<file path="src/adc_flow_consts.svh">
// Purpose: Offsets, field positions, encodings and reset values of the list flow block
// Assumes: APB byte addresses, one 32-bit word per register
// Notes: Definitions only
`ifndef ADC_FLOW_CONSTS_SVH
`define ADC_FLOW_CONSTS_SVH

`define OFS_CONTROL 12'h000
`define OFS_FLOW 12'h004
`define OFS_CONV_ENABLE 12'h008
`define OFS_CONV_FLAGS 12'h00C
`define OFS_ERR_ENABLE 12'h010
`define OFS_ERR_FLAGS 12'h014
`define OFS_STATUS 12'h018
`define OFS_IMD_INFO 12'h01C
`define OFS_EOL_INFO 12'h020

// Control register fields
`define CTL_ACCESS_LO 0
`define CTL_CONVERSION_KICK_BIT_MODE 2
`define CTL_CMD_DOUBLE 3
`define CTL_RES_DOUBLE 4
`define CTL_SOFT_RESET 5
`define ACCESS_BUS_ONLY 2'h1
`define ACCESS_INT_ONLY 2'h2
`define ACCESS_BOTH 2'h3
`define CONTROL_RESET 2'h3

// Flow control bits
`define FLW_ABORT 0
`define FLW_KICK 1
`define FLW_RESTART 2
`define FLW_LOAD_OK 3

// Error enable register
`define EEN_ABORT_DONE 0
`define EEN_ERROR 1

// Error flag register
`define ERR_ILLEGAL 0
`define ERR_INVALID_CMD 1
`define ERR_LIST_FAIL 2
`define ERR_CONVERSION_KICK_BIT_OVR 3
`define ERR_DOUBLE_BIT 4
`define ERR_UNEXP_RESTART 5
`define ERR_LOAD_OK 6
`define ERR_CONV_OVF 7
`define ERR_ABORT_DONE 8
`define ERR_WIDTH 9
`define SEVERE_MASK 9'h01F

`endif

</file>
<file path="src/adc_flow_pkg.sv">
// Purpose: Types shared by the list flow block and its bench
// Assumes: Constants live in adc_flow_consts.svh
// Notes: Event structs are one-cycle pulses from the conversion engine, list fetch and memory
package adc_flow_pkg;

   typedef enum logic [2:0] {
      st_need_restart,
      st_wait_kick,
      st_running,
      st_aborting,
      st_halted
   } flow_state_e;

   // Result stored by the conversion engine
   typedef struct packed {
      logic stored;
      logic [3:0] flag_sel;
      logic seq_end;
      logic list_end;
   } conv_event_s;

   // Fault reports from list fetch and memory
   typedef struct packed {
      logic illegal_access;
      logic invalid_command;
      logic list_failure;
      logic double_bit;
   } fault_event_s;

   // Internal flow control levels, acted on at rising edges
   typedef struct packed {
      logic sequence_abort;
      logic kick;
      logic restart;
      logic load_ok;
   } flow_req_s;

endpackage

</file>
<file path="src/adc_list_flow.sv">
// Purpose: Interrupt, list buffering and conversion flow control of a list driven converter
// Assumes: Conversion engine reports stored results as one-cycle pulses; APB slave
// Notes: Soft reset is a self-clearing control bit; it resets flow state, flow bits and indexes and clears severe error flags
//
// The register offsets and register access over APB were chosen for this implementation.
`timescale 1ns/1ps
`include "adc_flow_consts.svh"

// What this block does
// - Conversion, abort-done and error interrupts, each with own enables and flags.
// - Sixteen conversion flags with enables; bit zero marks end of list.
// - Each stored result names which conversion flag it sets.
// - One abort-done flag and enable, set when an abort has completed.
// - Illegal access, invalid command, list failure, trigger overrun halt and raise error.
// - After a severe error the block stays halted until soft reset clears it.
// - Double-bit memory error halts and raises machine exception, not error interrupt.
// - Unexpected restart, load-ok and flag overflow raise error but keep running.
// - Single buffer modes force list selects to zero.
// - Indexes clear at end of list, restart at boundary, and after abort.
// - Double result list switches at first store after list end or abort.
// - End-of-list info names the last result list completely filled.
// - Command lists swap only when load-ok and restart come together.
// - Restart without load-ok keeps command list but still swaps result list.
// - Intermediate info updates whenever flags fifteen to one or end flag set.
// - Last command stored sets end-of-list flag and updates end info.
// - Two-bit field picks bus, internal interface, or both for flow control.
// - Abort, kick, restart and load-ok bits steer flow in two modes.
// - Restart then kick starts conversion from command list zero.
// - Load-ok with restart, then kick, starts from command list one.
// - In trigger mode a finished restart kicks conversion by itself.
// - In restart mode a kick during restart sets trigger overrun.
module adc_list_flow
   import adc_flow_pkg::*;
#(
   parameter int IDX_W = 8
) (
   input wire logic mclk,
   input wire logic reset_n,
   input wire logic psel,
   input wire logic penable,
   input wire logic pwrite,
   input wire logic [11:0] paddr,
   input wire logic [31:0] pwdata,
   output logic [31:0] prdata,
   output logic pready,
   output logic pslverr,
   input wire conv_event_s conv_event,
   input wire fault_event_s fault_event,
   input wire flow_req_s flow_req,
   output logic start_sequence,
   output logic abort_conversion,
   output logic halted,
   output logic command_list_select,
   output logic result_list_select,
   output logic [IDX_W-1:0] command_index,
   output logic [IDX_W-1:0] result_index,
   output logic conversion_irq,
   output logic abort_done_irq,
   output logic error_irq,
   output logic machine_exception
);

   localparam int INFO_W = IDX_W + 2;

   logic [1:0] flow_access_select;
   logic conversion_kick_bit_mode;
   logic command_list_buffer_mode;
   logic result_list_buffer_mode;
   logic soft_reset;
   logic [15:0] conv_enable;
   logic [1:0] err_enable;
   logic [15:0] conversion_done_flags;
   logic [`ERR_WIDTH-1:0] err_flags;
   logic sequence_abort_bit;
   logic conversion_kick_bit;
   logic restart_bit;
   logic load_ok_bit;
   logic pend_result_swap;
   flow_state_e state;
   flow_req_s req_prev;
   logic [INFO_W-1:0] intermediate_result_info;
   logic [INFO_W-1:0] end_of_list_result_info;

   logic wr_en;
   logic bus_ok;
   logic int_ok;
   logic flow_wr;
   logic req_abort;
   logic req_kick;
   logic req_restart;
   logic req_load_ok;
   logic idle;
   logic restart_done;
   logic abort_done;
   logic stored;
   logic swap_now;
   logic next_rsel;
   logic [15:0] flag_set;
   logic [`ERR_WIDTH-1:0] err_set;
   logic stop_now;

   // APB: one wait-free access phase, pready rises in the first access cycle
   assign wr_en = psel && penable && pready && pwrite;
   assign flow_wr = wr_en && (paddr == `OFS_FLOW);

   assign bus_ok = flow_access_select[0];
   assign int_ok = flow_access_select[1];
   assign req_abort = (int_ok && flow_req.sequence_abort && !req_prev.sequence_abort)
      || (bus_ok && flow_wr && pwdata[`FLW_ABORT]);
   assign req_kick = (int_ok && flow_req.kick && !req_prev.kick)
      || (bus_ok && flow_wr && pwdata[`FLW_KICK]);
   assign req_restart = (int_ok && flow_req.restart && !req_prev.restart)
      || (bus_ok && flow_wr && pwdata[`FLW_RESTART]);
   assign req_load_ok = (int_ok && flow_req.load_ok && !req_prev.load_ok)
      || (bus_ok && flow_wr && pwdata[`FLW_LOAD_OK]);

   assign idle = (state == st_need_restart) || (state == st_wait_kick);
   assign restart_done = idle && restart_bit && !sequence_abort_bit;
   assign stored = conv_event.stored && (state == st_running || state == st_aborting);
   assign abort_done = sequence_abort_bit && (idle || stored);
   assign swap_now = stored && pend_result_swap && result_list_buffer_mode;
   assign next_rsel = swap_now ? !result_list_select : result_list_select;
   assign stop_now = |(err_flags & `SEVERE_MASK);

   // Hardware events that set flags; set wins over a clearing write
   always_comb begin
      flag_set = 16'h0000;
      if (stored && conv_event.flag_sel != 4'h0) begin
         flag_set[conv_event.flag_sel] = 1'b1;
      end
      if (stored && conv_event.list_end && !sequence_abort_bit) begin
         flag_set[0] = 1'b1;
      end
      err_set = '0;
      err_set[`ERR_ILLEGAL] = fault_event.illegal_access;
      err_set[`ERR_INVALID_CMD] = fault_event.invalid_command;
      err_set[`ERR_LIST_FAIL] = fault_event.list_failure;
      err_set[`ERR_CONVERSION_KICK_BIT_OVR] = req_kick && (conversion_kick_bit
         || (restart_bit && !conversion_kick_bit_mode) || (restart_done && conversion_kick_bit_mode));
      err_set[`ERR_DOUBLE_BIT] = fault_event.double_bit;
      err_set[`ERR_UNEXP_RESTART] = req_restart && !restart_bit && !idle
         && !sequence_abort_bit && !req_abort;
      err_set[`ERR_LOAD_OK] = req_load_ok && !req_restart && !restart_bit;
      err_set[`ERR_CONV_OVF] = |(flag_set & conversion_done_flags);
      err_set[`ERR_ABORT_DONE] = abort_done && state != st_halted;
   end

   always_ff @(posedge mclk or negedge reset_n) begin
      if (!reset_n) begin
         req_prev <= '0;
      end else begin
         req_prev <= flow_req;
      end
   end

   // Control and enable registers
   always_ff @(posedge mclk or negedge reset_n) begin
      if (!reset_n) begin
         flow_access_select <= `CONTROL_RESET;
         conversion_kick_bit_mode <= 1'b0;
         command_list_buffer_mode <= 1'b0;
         result_list_buffer_mode <= 1'b0;
         soft_reset <= 1'b0;
         conv_enable <= 16'h0000;
         err_enable <= 2'h0;
      end else begin
         soft_reset <= 1'b0;
         if (wr_en && paddr == `OFS_CONTROL) begin
            flow_access_select <= pwdata[`CTL_ACCESS_LO +: 2];
            conversion_kick_bit_mode <= pwdata[`CTL_CONVERSION_KICK_BIT_MODE];
            command_list_buffer_mode <= pwdata[`CTL_CMD_DOUBLE];
            result_list_buffer_mode <= pwdata[`CTL_RES_DOUBLE];
            soft_reset <= pwdata[`CTL_SOFT_RESET];
         end
         if (wr_en && paddr == `OFS_CONV_ENABLE) begin
            conv_enable <= pwdata[15:0];
         end
         if (wr_en && paddr == `OFS_ERR_ENABLE) begin
            err_enable <= pwdata[1:0];
         end
      end
   end

   // Flags: write one to clear, severe ones only by soft reset
   always_ff @(posedge mclk or negedge reset_n) begin
      if (!reset_n) begin
         conversion_done_flags <= 16'h0000;
         err_flags <= '0;
      end else begin
         if (wr_en && paddr == `OFS_CONV_FLAGS) begin
            conversion_done_flags <= (conversion_done_flags & ~pwdata[15:0]) | flag_set;
         end else begin
            conversion_done_flags <= conversion_done_flags | flag_set;
         end
         if (soft_reset) begin
            err_flags <= (err_flags & ~`SEVERE_MASK) | err_set;
         end else if (wr_en && paddr == `OFS_ERR_FLAGS) begin
            err_flags <= (err_flags & ~(pwdata[`ERR_WIDTH-1:0] & ~`SEVERE_MASK)) | err_set;
         end else begin
            err_flags <= err_flags | err_set;
         end
      end
   end

   // Flow control sequencing
   always_ff @(posedge mclk or negedge reset_n) begin
      if (!reset_n) begin
         state <= st_need_restart;
         sequence_abort_bit <= 1'b0;
         conversion_kick_bit <= 1'b0;
         restart_bit <= 1'b0;
         load_ok_bit <= 1'b0;
         pend_result_swap <= 1'b0;
         command_list_select <= 1'b0;
         result_list_select <= 1'b0;
         command_index <= '0;
         result_index <= '0;
         start_sequence <= 1'b0;
      end else if (soft_reset) begin
         state <= st_need_restart;
         sequence_abort_bit <= 1'b0;
         conversion_kick_bit <= 1'b0;
         restart_bit <= 1'b0;
         load_ok_bit <= 1'b0;
         pend_result_swap <= 1'b0;
         command_index <= '0;
         result_index <= '0;
         start_sequence <= 1'b0;
      end else if (stop_now || |(err_set & `SEVERE_MASK)) begin
         state <= st_halted;
         start_sequence <= 1'b0;
      end else begin
         start_sequence <= 1'b0;
         if (req_abort && !sequence_abort_bit) begin
            sequence_abort_bit <= 1'b1;
         end
         if (req_restart && !restart_bit) begin
            restart_bit <= 1'b1;
            load_ok_bit <= req_load_ok;
            if (!idle && !sequence_abort_bit) begin
               sequence_abort_bit <= 1'b1; // Abort issued on behalf of the restart
            end
         end
         if (req_kick) begin
            conversion_kick_bit <= 1'b1;
         end
         if (state == st_running && sequence_abort_bit) begin
            state <= st_aborting;
         end
         if (abort_done) begin
            sequence_abort_bit <= 1'b0;
            command_index <= '0;
            result_index <= '0;
            pend_result_swap <= 1'b1;
            conversion_kick_bit <= 1'b0;
            state <= st_need_restart;
         end else if (restart_done) begin
            restart_bit <= 1'b0;
            load_ok_bit <= 1'b0;
            command_index <= '0;
            result_index <= '0;
            pend_result_swap <= 1'b1;
            if (load_ok_bit && command_list_buffer_mode) begin
               command_list_select <= !command_list_select;
            end
            if (conversion_kick_bit_mode) begin
               conversion_kick_bit <= 1'b1;
            end
            state <= st_wait_kick;
         end else if (state == st_wait_kick && conversion_kick_bit && !restart_bit) begin
            conversion_kick_bit <= 1'b0;
            start_sequence <= 1'b1;
            state <= st_running;
         end else if (stored) begin
            result_list_select <= next_rsel;
            if (swap_now || pend_result_swap) begin
               pend_result_swap <= 1'b0;
            end
            if (conv_event.list_end) begin
               command_index <= '0;
               result_index <= '0;
               pend_result_swap <= 1'b1;
               state <= conversion_kick_bit_mode ? st_wait_kick : st_need_restart;
            end else begin
               command_index <= command_index + 1'b1;
               result_index <= (swap_now ? '0 : result_index) + 1'b1;
               if (conv_event.seq_end) begin
                  state <= st_wait_kick;
               end
            end
         end
         if (!command_list_buffer_mode) begin
            command_list_select <= 1'b0;
         end
         if (!result_list_buffer_mode) begin
            result_list_select <= 1'b0;
         end
      end
   end

   // Result information: list selects and the index of the stored entry
   always_ff @(posedge mclk or negedge reset_n) begin
      if (!reset_n) begin
         intermediate_result_info <= '0;
         end_of_list_result_info <= '0;
      end else if (stored) begin
         if (|flag_set) begin
            intermediate_result_info <= {command_list_select, next_rsel,
               swap_now ? IDX_W'(0) : result_index};
         end
         if (flag_set[0]) begin
            end_of_list_result_info <= {command_list_select, next_rsel,
               swap_now ? IDX_W'(0) : result_index};
         end
      end
   end

   // Interrupt and status outputs, registered
   always_ff @(posedge mclk or negedge reset_n) begin
      if (!reset_n) begin
         conversion_irq <= 1'b0;
         abort_done_irq <= 1'b0;
         error_irq <= 1'b0;
         machine_exception <= 1'b0;
         halted <= 1'b0;
         abort_conversion <= 1'b0;
      end else begin
         conversion_irq <= |(conversion_done_flags & conv_enable);
         abort_done_irq <= err_flags[`ERR_ABORT_DONE] && err_enable[`EEN_ABORT_DONE];
         error_irq <= err_enable[`EEN_ERROR] && (|err_flags[`ERR_CONV_OVF:`ERR_UNEXP_RESTART]
            || |err_flags[`ERR_CONVERSION_KICK_BIT_OVR:`ERR_ILLEGAL]);
         machine_exception <= err_flags[`ERR_DOUBLE_BIT];
         halted <= state == st_halted;
         abort_conversion <= sequence_abort_bit;
      end
   end

   // APB read path and ready, no wait state
   always_ff @(posedge mclk or negedge reset_n) begin
      if (!reset_n) begin
         pready <= 1'b0;
         pslverr <= 1'b0;
         prdata <= 32'h0000_0000;
      end else begin
         pready <= psel && !penable && !pready;
         pslverr <= 1'b0;
         prdata <= 32'h0000_0000;
         if (psel && !penable) begin
            unique case (paddr)
               `OFS_CONTROL: prdata <= {26'h0, 1'b0, result_list_buffer_mode,
                  command_list_buffer_mode, conversion_kick_bit_mode, flow_access_select};
               `OFS_FLOW: prdata <= {28'h0, load_ok_bit, restart_bit,
                  conversion_kick_bit, sequence_abort_bit};
               `OFS_CONV_ENABLE: prdata <= {16'h0, conv_enable};
               `OFS_CONV_FLAGS: prdata <= {16'h0, conversion_done_flags};
               `OFS_ERR_ENABLE: prdata <= {30'h0, err_enable};
               `OFS_ERR_FLAGS: prdata <= {23'h0, err_flags};
               `OFS_STATUS: prdata <= {8'h0, result_index, command_index, 5'h0,
                  state == st_halted, result_list_select, command_list_select};
               `OFS_IMD_INFO: prdata <= {{(32-INFO_W){1'b0}}, intermediate_result_info};
               `OFS_EOL_INFO: prdata <= {{(32-INFO_W){1'b0}}, end_of_list_result_info};
               default: pslverr <= 1'b1;
            endcase
         end
      end
   end
endmodule
</file>
<file path="config.mk">
export PLATFORM = sky130hd
export DESIGN_NAME = adc_list_flow
export DESIGN_NICKNAME = d
export VERILOG_FILES = /design/src/adc_flow_pkg.sv /design/src/adc_list_flow.sv
export VERILOG_INCLUDE_DIRS = /design/src /design/src/src
export SDC_FILE = /design/constraint.sdc
export NUM_CORES = 1
export LEC_CHECK = 0
export BUFFER_PORTS_ARGS = -buffer_cell sky130_fd_sc_hd__buf_2
export CAP_MARGIN = 0
export CORE_AREA = 2 2 112 114
export CTS_CLUSTER_SIZE = 20
export DETAILED_ROUTE_END_ITERATION = 16
export DIE_AREA = 0 0 114 116
export PLACE_DENSITY_LB_ADDON = 0.2
export SYNTH_ARGS = -nofsm -noshare
export SYNTH_HDL_FRONTEND = slang
export SYNTH_SLANG_ARGS = --single-unit
</file>
<file path="constraint.sdc">
create_clock -name mclk -period 2.97 [get_ports mclk]
set_input_delay 0.297 -clock mclk [delete_from_list [all_inputs] [get_ports mclk]]
set_output_delay 0.297 -clock mclk [all_outputs]
set_load 0.05 [all_outputs]
</file>
# --- Yosys cells after proc, flatten, opt, wreduce, memory -nomap -nowiden ---
# Index checks and enable logic that the tools add are counted.
totals:
  regBits: 140
  inputBits: 64
  out_inout_bits: 59
  word_cells: 254
op_classes:
  n_addsub: 2
  magnitude_cmp: 2
  n_eq_ne: 22
  n_mux: 83
  bitwise: 13
  n_reduce_logical: 97
op_table:
  columns: ["operator", "n"]
  rows:
  - ["$pmux W24 S9", 1]
  - ["$mux W8", 15]
  - ["$logic_and A1 B1 Y1", 52]
  - ["$mux W1", 52]
  - ["$and A16 B16 Y16", 3]
  - ["$eq A12 B5 Y1 const B", 4]
  - ["$reduce_or A16 Y1", 3]
  - ["$mux W16", 2]
  - ["$mux W32", 1]
  - ["$or A16 B16 Y16", 2]
  - ["$mux W3", 9]
  - ["$or A9 B9 Y9", 3]
  - ["$eq A12 B4 Y1 const B", 2]
  - ["$mux W9", 2]
  - ["$add A8 B1 Y8 const B", 2]
  - ["$not A16 Y16", 1]
  - ["$logic_not A1 Y1", 14]
  - ["$eq A12 B3 Y1 const B", 1]
  - ["$eq A12 B6 Y1 const B", 1]
  - ["$logic_not A12 Y1", 1]
  - ["$logic_or A1 B1 Y1", 12]
  - ["$ne A2 B2 Y1 const B", 5]
  - ["$reduce_or A5 Y1", 2]
  - ["$and A9 B9 Y9", 1]
  - ["other kinds (22)", 28]

# --- Depth between registers and ports, before layout ---
# Gate-level depths: netlist of the first run.
depth:
  ltp_word: 14
  ltp_mapped: 12
  mapped_depth_nobuf: 9

# --- Worst setup path before layout of the first run ---
# Ideal clock, no wire load.
synth_timing:
  kind: "flip-flop to flip-flop"
  from: "register state[1]"
  to: "register result_index[6]"
  setup_ns: 0.090
  t_arrival_ns: 2.517
  t_required_ns: 2.880
  slack_ns: 0.363
  path_stages_with_launch: 13
  path_buffers: 3
  synth_period_minus_slack_ns: 2.607
  cell_sequence: "dfrtp_1 buf_2 and3b_1 clkbuf_1 nand3_1 clkbuf_1 nand2_1 inv_1 ha_1 and3_1 nand4_1 or4_1 o221ai_1"
synth_between:
  elab_chain_len: 14
  word_cells_on_any_way: 33
  cone_classes: "add/sub (1); eq/ne (5); mux (8); reduce/logical (19)"
synth_rtl:
  columns: ["element", "line_no", "rtl"]
  rows:
  - ["start: declaration", "adc_list_flow.sv:79", "flow_state_e state;"]
  - ["start signal: assignment", "adc_list_flow.sv:208", "state <= st_need_restart;"]
  - ["start signal: assignment", "adc_list_flow.sv:220", "state <= st_need_restart;"]
  - ["start signal: assignment", "adc_list_flow.sv:230", "state <= st_halted;"]
  - ["$eq A3 B2 Y1", "adc_list_flow.sv:119", "assign stored = conv_event.stored && (state == st_running || state == st_aborting);"]
  - ["$logic_or A1 B1 Y1", "adc_list_flow.sv:119", null]
  - ["$logic_and A1 B1 Y1", "adc_list_flow.sv:119", null]
  - ["$logic_and A1 B1 Y1 (2 in a row)", "adc_list_flow.sv:121", "assign swap_now = stored && pend_result_swap && result_list_buffer_mode;"]
  - ["$mux W8", "adc_list_flow.sv:286", "result_index <= (swap_now ? '0 : result_index) + 1'b1;"]
  - ["$add A8 B1 Y8", "adc_list_flow.sv:286", null]
  - ["$mux W8", "adc_list_flow.sv:279", "if (conv_event.list_end) begin"]
  - ["$mux W8", "adc_list_flow.sv:274", "end else if (stored) begin"]
  - ["$mux W8", "adc_list_flow.sv:270", "end else if (state == st_wait_kick && conversion_kick_bit && !restart_bit) begin"]
  - ["$mux W8", "adc_list_flow.sv:257", "end else if (restart_done) begin"]
  - ["$mux W8", "adc_list_flow.sv:250", "if (abort_done) begin"]
  - ["$mux W8", "adc_list_flow.sv:229", "end else if (stop_now || |(err_set & `SEVERE_MASK)) begin"]
  - ["$mux W8", "adc_list_flow.sv:219", "end else if (soft_reset) begin"]
  - ["end signal: assignment", "adc_list_flow.sv:286", null]
  - ["end: declaration", "adc_list_flow.sv:56", "output logic [IDX_W-1:0] result_index,"]
# Parallel ways exist; a longest one is shown, timed or not. The select of a mux whose other input is x is not followed.
# A chain may end at the register's enable or synchronous reset.

# --- Worst setup path after layout of the first run ---
layout_timing:
  from: "register sequence_abort_bit"
  to: "register result_index[6]"
layout_between:
  elab_chain_len: 9
  word_cells_on_any_way: 16
  cone_classes: "eq/ne (2); mux (4); reduce/logical (10)"
layout_rtl:
  columns: ["element", "line_no", "rtl"]
  rows:
  - ["start: declaration", "adc_list_flow.sv:74", "logic sequence_abort_bit;"]
  - ["start signal: assignment", "adc_list_flow.sv:209", "sequence_abort_bit <= 1'b0;"]
  - ["start signal: assignment", "adc_list_flow.sv:221", "sequence_abort_bit <= 1'b0;"]
  - ["start signal: assignment", "adc_list_flow.sv:235", "sequence_abort_bit <= 1'b1;"]
  - ["$logic_not A1 Y1", "adc_list_flow.sv:118", "assign restart_done = idle && restart_bit && !sequence_abort_bit;"]
  - ["$logic_and A1 B1 Y1", "adc_list_flow.sv:118", null]
  - ["$logic_and A1 B1 Y1", "adc_list_flow.sv:139", "|| (restart_bit && !conversion_kick_bit_mode) || (restart_done && conversion_kick_bit_mode));"]
  - ["$logic_or A1 B1 Y1", "adc_list_flow.sv:139", null]
  - ["$logic_and A1 B1 Y1", "adc_list_flow.sv:138", "err_set[`ERR_CONVERSION_KICK_BIT_OVR] = req_kick && (conversion_kick_bit"]
  - ["$reduce_or A5 Y1", "adc_list_flow.sv:229", null]
  - ["$logic_or A1 B1 Y1", "adc_list_flow.sv:229", null]
  - ["$ne A2 B2 Y1 (no source line)", null, null]
  - ["$reduce_and A3 Y1 (no source line)", null, null]
# Parallel ways exist; a longest one is shown, timed or not. The select of a mux whose other input is x is not followed.

==> results.sh, run 1 <==
export IMPL_whs_ps=59.1
export IMPL_async_flop_share=1.00
export IMPL_synthesis_area_um2=6500
export IMPL_synth_seq_cells=132
export IMPL_place_gp_congestion=0.895
export IMPL_cts_setup_buffers=0
export IMPL_vias=5728
export IMPL_rsz0062_at_grt="no"
export IMPL_drt_pass1_iter_count=8
export IMPL_nets=803
export IMPL_hold_viol=0
export IMPL_synth_edf_count=0
export IMPL_cp_end_kind="register"
export IMPL_syn_inst=628
export IMPL_h_tree_depth=4
export IMPL_crit_type="reg2reg"
export IMPL_drt_wl_total_mm=19.5
export IMPL_worstMarginPinSlew_ps=887
export IMPL_synthMuxAreaShare=0.0652
export IMPL_period_share=0.860
export IMPL_multi_input_area_um2=2970
export IMPL_die_area_um2=13200
export IMPL_cts_root_buf="clkbuf_16"
export IMPL_fin_crit_ps=2550
export IMPL_synthFlopType="dfrtp_1"
export IMPL_cts_tree="done"
export IMPL_cts_buffers=17
export IMPL_holdBufCountCts=5
export IMPL_avgSynthCellArea_um2=10.4
export IMPL_antenna_found_initial=0
export IMPL_clkLatencyLatePin_ps=430
export IMPL_final_core_util=0.657
export IMPL_max_slew_margin=0.405
export IMPL_die_w_um=114
export IMPL_leakage_nw=3.49
export IMPL_setup_viol=0
export IMPL_hp_class="in2reg"
export IMPL_placed_cell_area_um2=7170
export IMPL_grt_pass1_vias=5577
export IMPL_powerDensity_nw_per_um2=527
export IMPL_antennaDiodeCount=0
export IMPL_setup_tns_ps=0
export IMPL_grt_max_degree=49
export IMPL_finalClockSkew_ps=8.49
export IMPL_vias_per_cell=6.39
export IMPL_vdd_drop_max_v=0.000373
export IMPL_synthSimpleGateAreaFrac=0.196
export IMPL_drive_above_1_share=0.259
export IMPL_cts_num_sinks=132
export IMPL_fill_cells=948
export IMPL_dp_hpwl_mm=14.3
export IMPL_cp_arrival_ps=2880
export IMPL_slew_violations=0
export IMPL_drc_errors=0
export IMPL_pin_count=123
export IMPL_crit_required_ps=3300
export IMPL_place_inst=860
export IMPL_synth_compound_area_frac=0.185
export IMPL_ys_warn_count=0
export IMPL_syn_to_final_growth_pct=20.2
export IMPL_globalRouteTotalUtil=0.309
export IMPL_cts_resized_gates=0
export IMPL_grt_first_pass_wirelength_mm=30.6
export IMPL_fmax_ghz=0.392
export IMPL_grt_ovfl_total=0
export IMPL_cp_max_fo=11
export IMPL_status="complete, no violations"
export IMPL_postRouteAntennaNets=0
export IMPL_drt_iter0_drc=689
export IMPL_io_buffers=98
export IMPL_ys_types=69
export IMPL_cts_max_path_buffers=2
export IMPL_start_kind="register"
export IMPL_start_util=0.546
export IMPL_num_rows=40
export IMPL_synth_sequential_area_ratio=0.508
export IMPL_instances_no_fill=896
export IMPL_path_cells="nor4b_4 > nor3_1 > o311ai_4 > o21ai_0 > o221ai_1"
export IMPL_fin_area_um2=7820
export IMPL_clkTransAtPathRegs_ps=50
export IMPL_regArea_um2=3310
export IMPL_coreArea_um2=11900
export IMPL_cp_slowest_stage_delay_ps=570
export IMPL_synth_top_family_by_area="simple AND/OR/NAND/NOR gates"
export IMPL_routedWlPerCell_um=21.8
export IMPL_synth_xor_area_share=0.00269
export IMPL_crit_slowest_cell="nor4b_4"
export IMPL_synth_fa_ha_area_frac=0.00385
export IMPL_maxCapViolCount=0
export IMPL_die_h_um=116
## cell type report
cell class | instances | share of cell area
Clock buffer | 21 | 0.0602
Clock inverter | 10 | 0.0166
Inverter | 17 | 0.00816
Multi-Input combinational cell | 449 | 0.380
Sequential cell | 132 | 0.423
Tap cell | 147 | 0.0235
Timing Repair Buffer | 120 | 0.0889
## flip-flops by register name, indices dropped and copies added, names as in the netlist, 3 cells and up
name                      flops
req_prev                      4
intermediate_result_info     10
conv_enable                  16
err_flags                     9
prdata                       24
state                         3
conversion_done_flags        16
command_index                 8
result_index                  8
end_of_list_result_info      10
## synthesized netlist by cell type (11+ instances only)
master | count | area [um^2]
mux2_2 | 25 | 282
a21oi_1 | 19 | 95.1
inv_1 | 17 | 63.8
o21ai_0 | 29 | 145
mux2i_1 | 12 | 120
a221oi_1 | 12 | 105
or4_1 | 13 | 97.6
nand2_1 | 79 | 297
o211ai_1 | 17 | 128
dfrtp_1 | 130 | 3250
nor2_1 | 39 | 146
o2bb2ai_1 | 13 | 114
clkbuf_1 | 18 | 67.6
nand4_1 | 11 | 68.8
nor3_1 | 12 | 60.1
nand3_1 | 32 | 160
## placed cells by master, fill, tap and decap left out, drive strengths merged, types with 11 or more instances in the layout
cell type	n
nand4	11
nand2	79
buf	115
o2bb2ai	13
nor3	17
a221oi	12
o21ai	30
mux2i	12
or4	14
inv	17
o211ai	17
mux2	25
a21oi	19
clkbuf	21
dfrtp	130
nor2	39
nand3	32
## worst paths after layout
check	start	to	slack, ps	depth (start not counted)
max	sequence_abort_bit	result_index[6]	420	5
min	fault_event[1]	err_flags[2]	60	2
max reg2reg	sequence_abort_bit	result_index[6]	420	5
min reg2reg	err_flags[4]	machine_exception	480	0
max in group asynchronous	reset_n	flow_access_select[0]	1870	3
min in group asynchronous	reset_n	conv_enable[15]	410	2
## per-stage QoR
stage	power, mW	worst slack (ps)
6_report	4.13	417
5_1_grt	4.24	273
3_5_place_dp	2.02	412
3_3_place_gp	2.01	459
2_1_floorplan	1.92	363
4_1_cts	4.14	460
## where the power goes
part	switching (mW)	internal, mW	total (mW)
Clock	0.763	1.37	2.14
Combinational	0.133	0.0508	0.184
Sequential	0.00193	1.80	1.81
Total	0.898	3.23	4.13
## routing by layer
metal	GRT usage	up-vias	part of all wire
met3	0.0706	51	0.081
met5	0	-	0
met1	0.402	2814	0.40
li1	-	2561	-
met4	0.140	0	0.033
met2	0.497	302	0.49
## cells by family (layout without fill, tap and decap cells)
family / Yosys count / after routing
compound gates: 160 / 160
xor+xnor: 2 / 2
fa+ha+maj: 2 / 2
buf+inv: 54 / 168
flops: 132 / 132
mux: 38 / 38
other cells: 1 / 8
simple gates: 239 / 239
## worst max-delay path: cells and delay by family, from the launching register on
family	cells	cell delay [ps]
compound gates	3	1130
simple gates	2	790
flops	1	540
Note: power is estimated with default switching activity, not from simulation.
==> run 2, diff against run 1 <==
- CORE_AREA: 2 2 112 114 -> 2 2 118 120
- DIE_AREA: 0 0 114 116 -> 0 0 120 122
- GPL_TIMING_DRIVEN: unset -> 0
- clock period: 2.97 -> 2.2 ns (I/O delays scaled with it)
==> run 2 against run 1 <==
Effect of this change: the flow now finishes with violations (negative setup slack); flip-flop and latch count stayed put; maximum frequency rose by 12%; utilization shrank 2.1 points; cell area increased by 9.7%; wire length is 13% higher; global-route usage rose by 0.34 points; hold slack worse by 19 ps; setup slack got worse by 500 ps; critical path depth increased by 1; register-to-register slack worse by 500 ps; clock power rose by 48%.
==> results.sh, run 2 (same netlist as run 1, synthesis figures left out) <==
export IMPL_status="finished, violations left"
export IMPL_violations="negative setup slack"
export IMPL_final_cell_mix="128 x dfrtp_1, 95 x buf_2, 77 x nand2_1, 37 x nor2_1, 34 x buf_4"
export IMPL_crit_required_ps=2540
export IMPL_grt_first_pass_wirelength_mm=34.1
export IMPL_fin_area_um2=8580
export IMPL_crit_family="simple AND/OR/NAND/NOR gates"
export IMPL_grt_ovfl_total=0
export IMPL_cts_max_path_buffers=2
export IMPL_place_gp_congestion=0.968
export IMPL_setup_tns_ps=-435
export IMPL_drc_errors=0
export IMPL_crit_type="reg2reg"
export IMPL_vdd_drop_max_v=0.000488
export IMPL_worstMarginPinSlew_ps=765
export IMPL_cp_common_cell="or4_4"
export IMPL_drt_wl_total_mm=22.1
export IMPL_drt_pass1_iter_count=7
export IMPL_clkLatencyLatePin_ps=430
export IMPL_r2r_setup_slack_ps=-90
export IMPL_antennaDiodeCount=0
export IMPL_vias=6113
export IMPL_clkTransAtPathRegs_ps=60
export IMPL_io_buffers=93
export IMPL_regArea_um2=3310
export IMPL_start_kind="register"
export IMPL_cts_root_buf="clkbuf_16"
export IMPL_instances_no_fill=979
export IMPL_dp_hpwl_mm=15.5
export IMPL_pin_count=123
export IMPL_hold_viol=0
export IMPL_setup_slack_ps=-85.9
export IMPL_worst_r2r_endpoint="result_index[6]"
export IMPL_vias_per_cell=6.24
export IMPL_cp_arrival_ps=2630
export IMPL_cp_slowest_stage_delay_ps=560
export IMPL_grt_max_degree=68
export IMPL_r2r_start="err_flags[3]"
export IMPL_path_cells="or4_4 > nor3_4 > o311ai_4 > buf_6 > or4_4 > o221ai_2"
export IMPL_cts_tree="done"
export IMPL_cts_buffers=17
export IMPL_whs_ps=39.8
export IMPL_fill_cells=1091
export IMPL_multi_input_area_um2=3230
export IMPL_top_regs="prdata (24), conv_enable (16), conversion_done_flags (16)"
export IMPL_postRouteAntennaNets=0
export IMPL_die_h_um=122
export IMPL_globalRouteTotalUtil=0.312
export IMPL_period_share=1.04
export IMPL_routedWlPerCell_um=22.6
export IMPL_die_w_um=120
export IMPL_largest_reg_flops=24
export IMPL_worst_path_stages=6
export IMPL_crit_slowest_cell="or4_4"
export IMPL_maxCapViolCount=0
export IMPL_leakage_nw=3.79
export IMPL_grt_pass1_vias=6073
export IMPL_place_inst=909
export IMPL_drt_iter0_drc=701
export IMPL_placed_cell_area_um2=7320
export IMPL_endpoint="result_index[6]"
export IMPL_powerDensity_nw_per_um2=684
export IMPL_syn_to_final_growth_pct=31.9
export IMPL_num_rows=43
export IMPL_fmax_ghz=0.437
export IMPL_die_area_um2=14600
export IMPL_setup_viol=9
export IMPL_cp_startpoint="err_flags[3]"
export IMPL_hp_class="in2reg"
export IMPL_top_register="prdata"
export IMPL_cp_num_buf_inv=1
export IMPL_antenna_found_initial=0
export IMPL_cp_max_fo=4
export IMPL_finalPower_mw=5.86
export IMPL_max_slew_margin=0.489
export IMPL_coreArea_um2=13500
export IMPL_slew_violations=0
export IMPL_r2r_cells=6
export IMPL_nets=852
export IMPL_finalClockSkew_ps=7.01
export IMPL_drive_above_1_share=0.325
export IMPL_cts_num_sinks=132
export IMPL_fin_crit_ps=2290
export IMPL_final_common_cell="dfrtp_1"
export IMPL_cp_end_kind="register"
export IMPL_start_util=0.482
export IMPL_rsz0062_at_grt="yes"
export IMPL_h_tree_depth=4
## run 2: changes by cell type in the layout (fill, tap and decap cells not counted), moves of 4 or more
cell      change
nand3_1       -4
or4_1         -6
or4_4         +6
buf_6         +8
clkbuf_1     +14
buf_4        +18
o21ai_0       -5
## run 2: worst register-to-register path, cell delays in order (launching register included)
cell,delay (ps)
dfrtp_1,380
or4_4,560
nor3_4,240
o311ai_4,240
buf_6,200
or4_4,510
o221ai_2,70
## run 2: worst min path at each step
stage,from,end,depth (start not counted)
floorplan,reset_n,abort_conversion,0
global placement,flow_req[2],req_prev[2],1
detailed placement,reset_n,conversion_done_flags[3],1
CTS,fault_event[3],err_flags[0],2
global route,fault_event[3],err_flags[0],2
finish,fault_event[3],err_flags[0],2
## run 2: report_power, final
| group | internal, mW | leakage [nW] | total, mW | switching, mW |
|---|---|---|---|---|
| registers | 2.43 | 1.78 | 2.44 | 0.00270 |
| logic | 0.0798 | 1.70 | 0.271 | 0.191 |
| clock network | 2.07 | 0.317 | 3.16 | 1.08 |
| total | 4.59 | 3.79 | 5.86 | 1.28 |
## run 2: metal layers
metal  vias up  part of all wire  GRT usage
li1       2667                 -          -
met5         -                 0          0
met4         0             0.047      0.171
met3        79             0.081     0.0557
met1      2995              0.39      0.391
met2       372              0.48      0.515
## run 2: layout make-up
cell class | instances | share of cell area
Clock buffer | 20 | 0.0532
Inverter | 17 | 0.00744
Clock inverter | 12 | 0.0235
Timing Repair Buffer | 133 | 0.100
Tap cell | 180 | 0.0263
Buffer | 36 | 0.0276
Multi-Input combinational cell | 449 | 0.376
Sequential cell | 132 | 0.386
## run 2: repair_timing
item	CTS	global route
pin swaps	27	17
buffers inserted	23	7
endpoints found under the setup margin	36	29
hold buffers	8	0
endpoints found under the hold margin	73	0
cloned	2	0
resized for setup	39	22
## run 2: per-stage QoR
stage,util,worst slack (ps)
after floorplan,-,-9.96
after global placement,0.540,-821
after detailed placement,0.542,-702
after CTS,0.626,-61.6
after global routing,0.635,-156
final,0.635,-85.9
==> run 3, diff against run 2 <==
- RECOVER_POWER: unset -> 50
==> run 3 against run 2 <==
Effect of this change: clock skew decreased by 0.63 ps; power about the same; largest power group unchanged; first-iteration DRC count grew 13%; utilization decreased by 0.44 points; setup slack got worse by 5.2 ps; hold slack gained 2.5 ps; sequential power about the same; sequential share of layout area up 0.27 points; the flow finishes with violations (max-capacitance violations, max-slew violations, negative setup slack).
==> results.sh, run 3 (same netlist as run 1, synthesis figures left out) <==
export IMPL_status="finished, violations left"
export IMPL_violations="max-capacitance violations, max-slew violations, negative setup slack"
export IMPL_final_cell_mix="128 x dfrtp_1, 77 x nand2_1, 62 x buf_2, 49 x clkbuf_1, 37 x nor2_1"
export IMPL_routedWlPerCell_um=22.6
export IMPL_clkTransAtPathRegs_ps=60
export IMPL_cp_startpoint="err_flags[3]"
export IMPL_drt_iter0_drc=789
export IMPL_io_buffers=93
export IMPL_globalRouteTotalUtil=0.312
export IMPL_cts_root_buf="clkbuf_16"
export IMPL_cts_buffers=17
export IMPL_cp_end_kind="register"
export IMPL_coreArea_um2=13500
export IMPL_grt_ovfl_total=0
export IMPL_num_rows=43
export IMPL_cts_num_sinks=132
export IMPL_vdd_drop_max_v=0.000487
export IMPL_rsz0062_at_grt="yes"
export IMPL_top_regs="prdata (24), conv_enable (16), conversion_done_flags (16)"
export IMPL_syn_to_final_growth_pct=31.0
export IMPL_die_w_um=120
export IMPL_setup_slack_ps=-91.1
export IMPL_drt_wl_total_mm=22.1
export IMPL_vias=6145
export IMPL_dp_hpwl_mm=15.5
export IMPL_final_core_util=0.631
export IMPL_start_util=0.482
export IMPL_antennaDiodeCount=0
export IMPL_max_slew_margin=-0.128
export IMPL_crit_slowest_cell="or4_4"
export IMPL_cp_max_fo=5
export IMPL_finalClockSkew_ps=6.38
export IMPL_drc_errors=0
export IMPL_hp_start="fault_event[3]"
export IMPL_path_cells="or4_4 > nor3_4 > o311ai_4 > buf_6 > buf_8 > o311ai_4 > o41ai_2"
export IMPL_top_register="prdata"
export IMPL_pin_count=123
export IMPL_r2r_setup_slack_ps=-90
export IMPL_place_gp_congestion=0.968
export IMPL_setup_viol=9
export IMPL_final_common_cell="dfrtp_1"
export IMPL_worst_r2r_endpoint="sequence_abort_bit"
export IMPL_crit_type="reg2reg"
export IMPL_maxCapViolCount=1
export IMPL_powerDensity_nw_per_um2=688
export IMPL_crit_required_ps=2480
export IMPL_largest_reg_flops=24
export IMPL_postRouteAntennaNets=0
export IMPL_cts_tree="done"
export IMPL_hp_class="in2reg"
export IMPL_cts_max_path_buffers=2
export IMPL_grt_max_degree=68
export IMPL_hold_depth=2
export IMPL_clkLatencyLatePin_ps=430
export IMPL_cp_slowest_stage_delay_ps=560
export IMPL_slew_violations=67
export IMPL_start_kind="register"
export IMPL_fin_crit_ps=2290
export IMPL_worst_hold_path_endpoint="err_flags[0]"
export IMPL_r2r_cells=7
export IMPL_period_share=1.04
export IMPL_antenna_found_initial=0
export IMPL_drt_pass1_iter_count=6
export IMPL_grt_first_pass_wirelength_mm=34.1
export IMPL_whs_ps=42.2
export IMPL_cp_common_cell="o311ai_4"
export IMPL_die_h_um=122
export IMPL_worstMarginPinSlew_ps=1690
export IMPL_vias_per_cell=6.28
export IMPL_cp_arrival_ps=2570
export IMPL_fill_cells=1112
export IMPL_nets=852
export IMPL_die_area_um2=14600
export IMPL_grt_pass1_vias=6073
export IMPL_h_tree_depth=4
export IMPL_drive_above_1_share=0.283
export IMPL_cp_num_buf_inv=2
export IMPL_hold_viol=0
export IMPL_r2r_start="err_flags[3]"
export IMPL_leakage_nw=3.65
export IMPL_crit_family="simple AND/OR/NAND/NOR gates"
export IMPL_pre_cts_slack_ps=-702
export IMPL_fmax_ghz=0.436
==> run 3: metrics by stage <==
step           std cells  area, um^2  TNS, ps  power (mW)
3_3_place_gp         908        7290  -127800        2.72
2_1_floorplan        635        6600    -9.96        2.59
3_5_place_dp         909        7320   -21830        2.73
4_1_cts              974        8460     -177        5.88
5_1_grt              979        8520     -945        6.01
6_report             979        8520     -469        5.86
==> run 3: metal layers <==
| layer | track usage | part of all wire | up-vias | wire length [um] |
|---|---|---|---|---|
| li1 | - | - | 2672 | - |
| met1 | 0.391 | 0.40 | 3048 | 8870 |
| met2 | 0.515 | 0.48 | 345 | 10600 |
| met3 | 0.0557 | 0.072 | 80 | 1590 |
| met4 | 0.171 | 0.047 | 0 | 1030 |
| met5 | 0 | 0 | - | 0 |
==> run 3: area by class of cell <==
cell class | count | area [um^2] | share of cell area
Sequential cell | 132 | 3310 | 0.388
Multi-Input combinational cell | 449 | 3230 | 0.379
Timing Repair Buffer | 133 | 802 | 0.0941
Clock buffer | 20 | 457 | 0.0536
Buffer | 36 | 236 | 0.0278
Tap cell | 180 | 225 | 0.0264
Clock inverter | 12 | 201 | 0.0236
Inverter | 17 | 63.8 | 0.00749
==> run 3: what timing repair did <==
action	4_1_cts	5_1_grt
pin swaps	27	17
buffers inserted	23	7
hold endpoints to repair	73	0
hold buffers	8	0
endpoints found under the setup margin	36	29
gates resized for setup	39	22
gates cloned	2	0
==> run 3: worst max-delay path by stage <==
stage / cells after the start / slack, ps / to
after floorplan: 12 / -10 / result_index[6]
after global placement: 1 / -820 / prdata[17]
after detailed placement: 7 / -700 / intermediate_result_info[2]
after CTS: 6 / -60 / result_index[5]
after global routing: 11 / -160 / result_index[6]
final: 7 / -90 / sequence_abort_bit
==> run 3: where the power goes <==
| part | internal [mW] | total (mW) | switching [mW] |
|---|---|---|---|
| logic | 0.0761 | 0.267 | 0.191 |
| registers | 2.44 | 2.44 | 0.00267 |
| clock network | 2.07 | 3.16 | 1.09 |
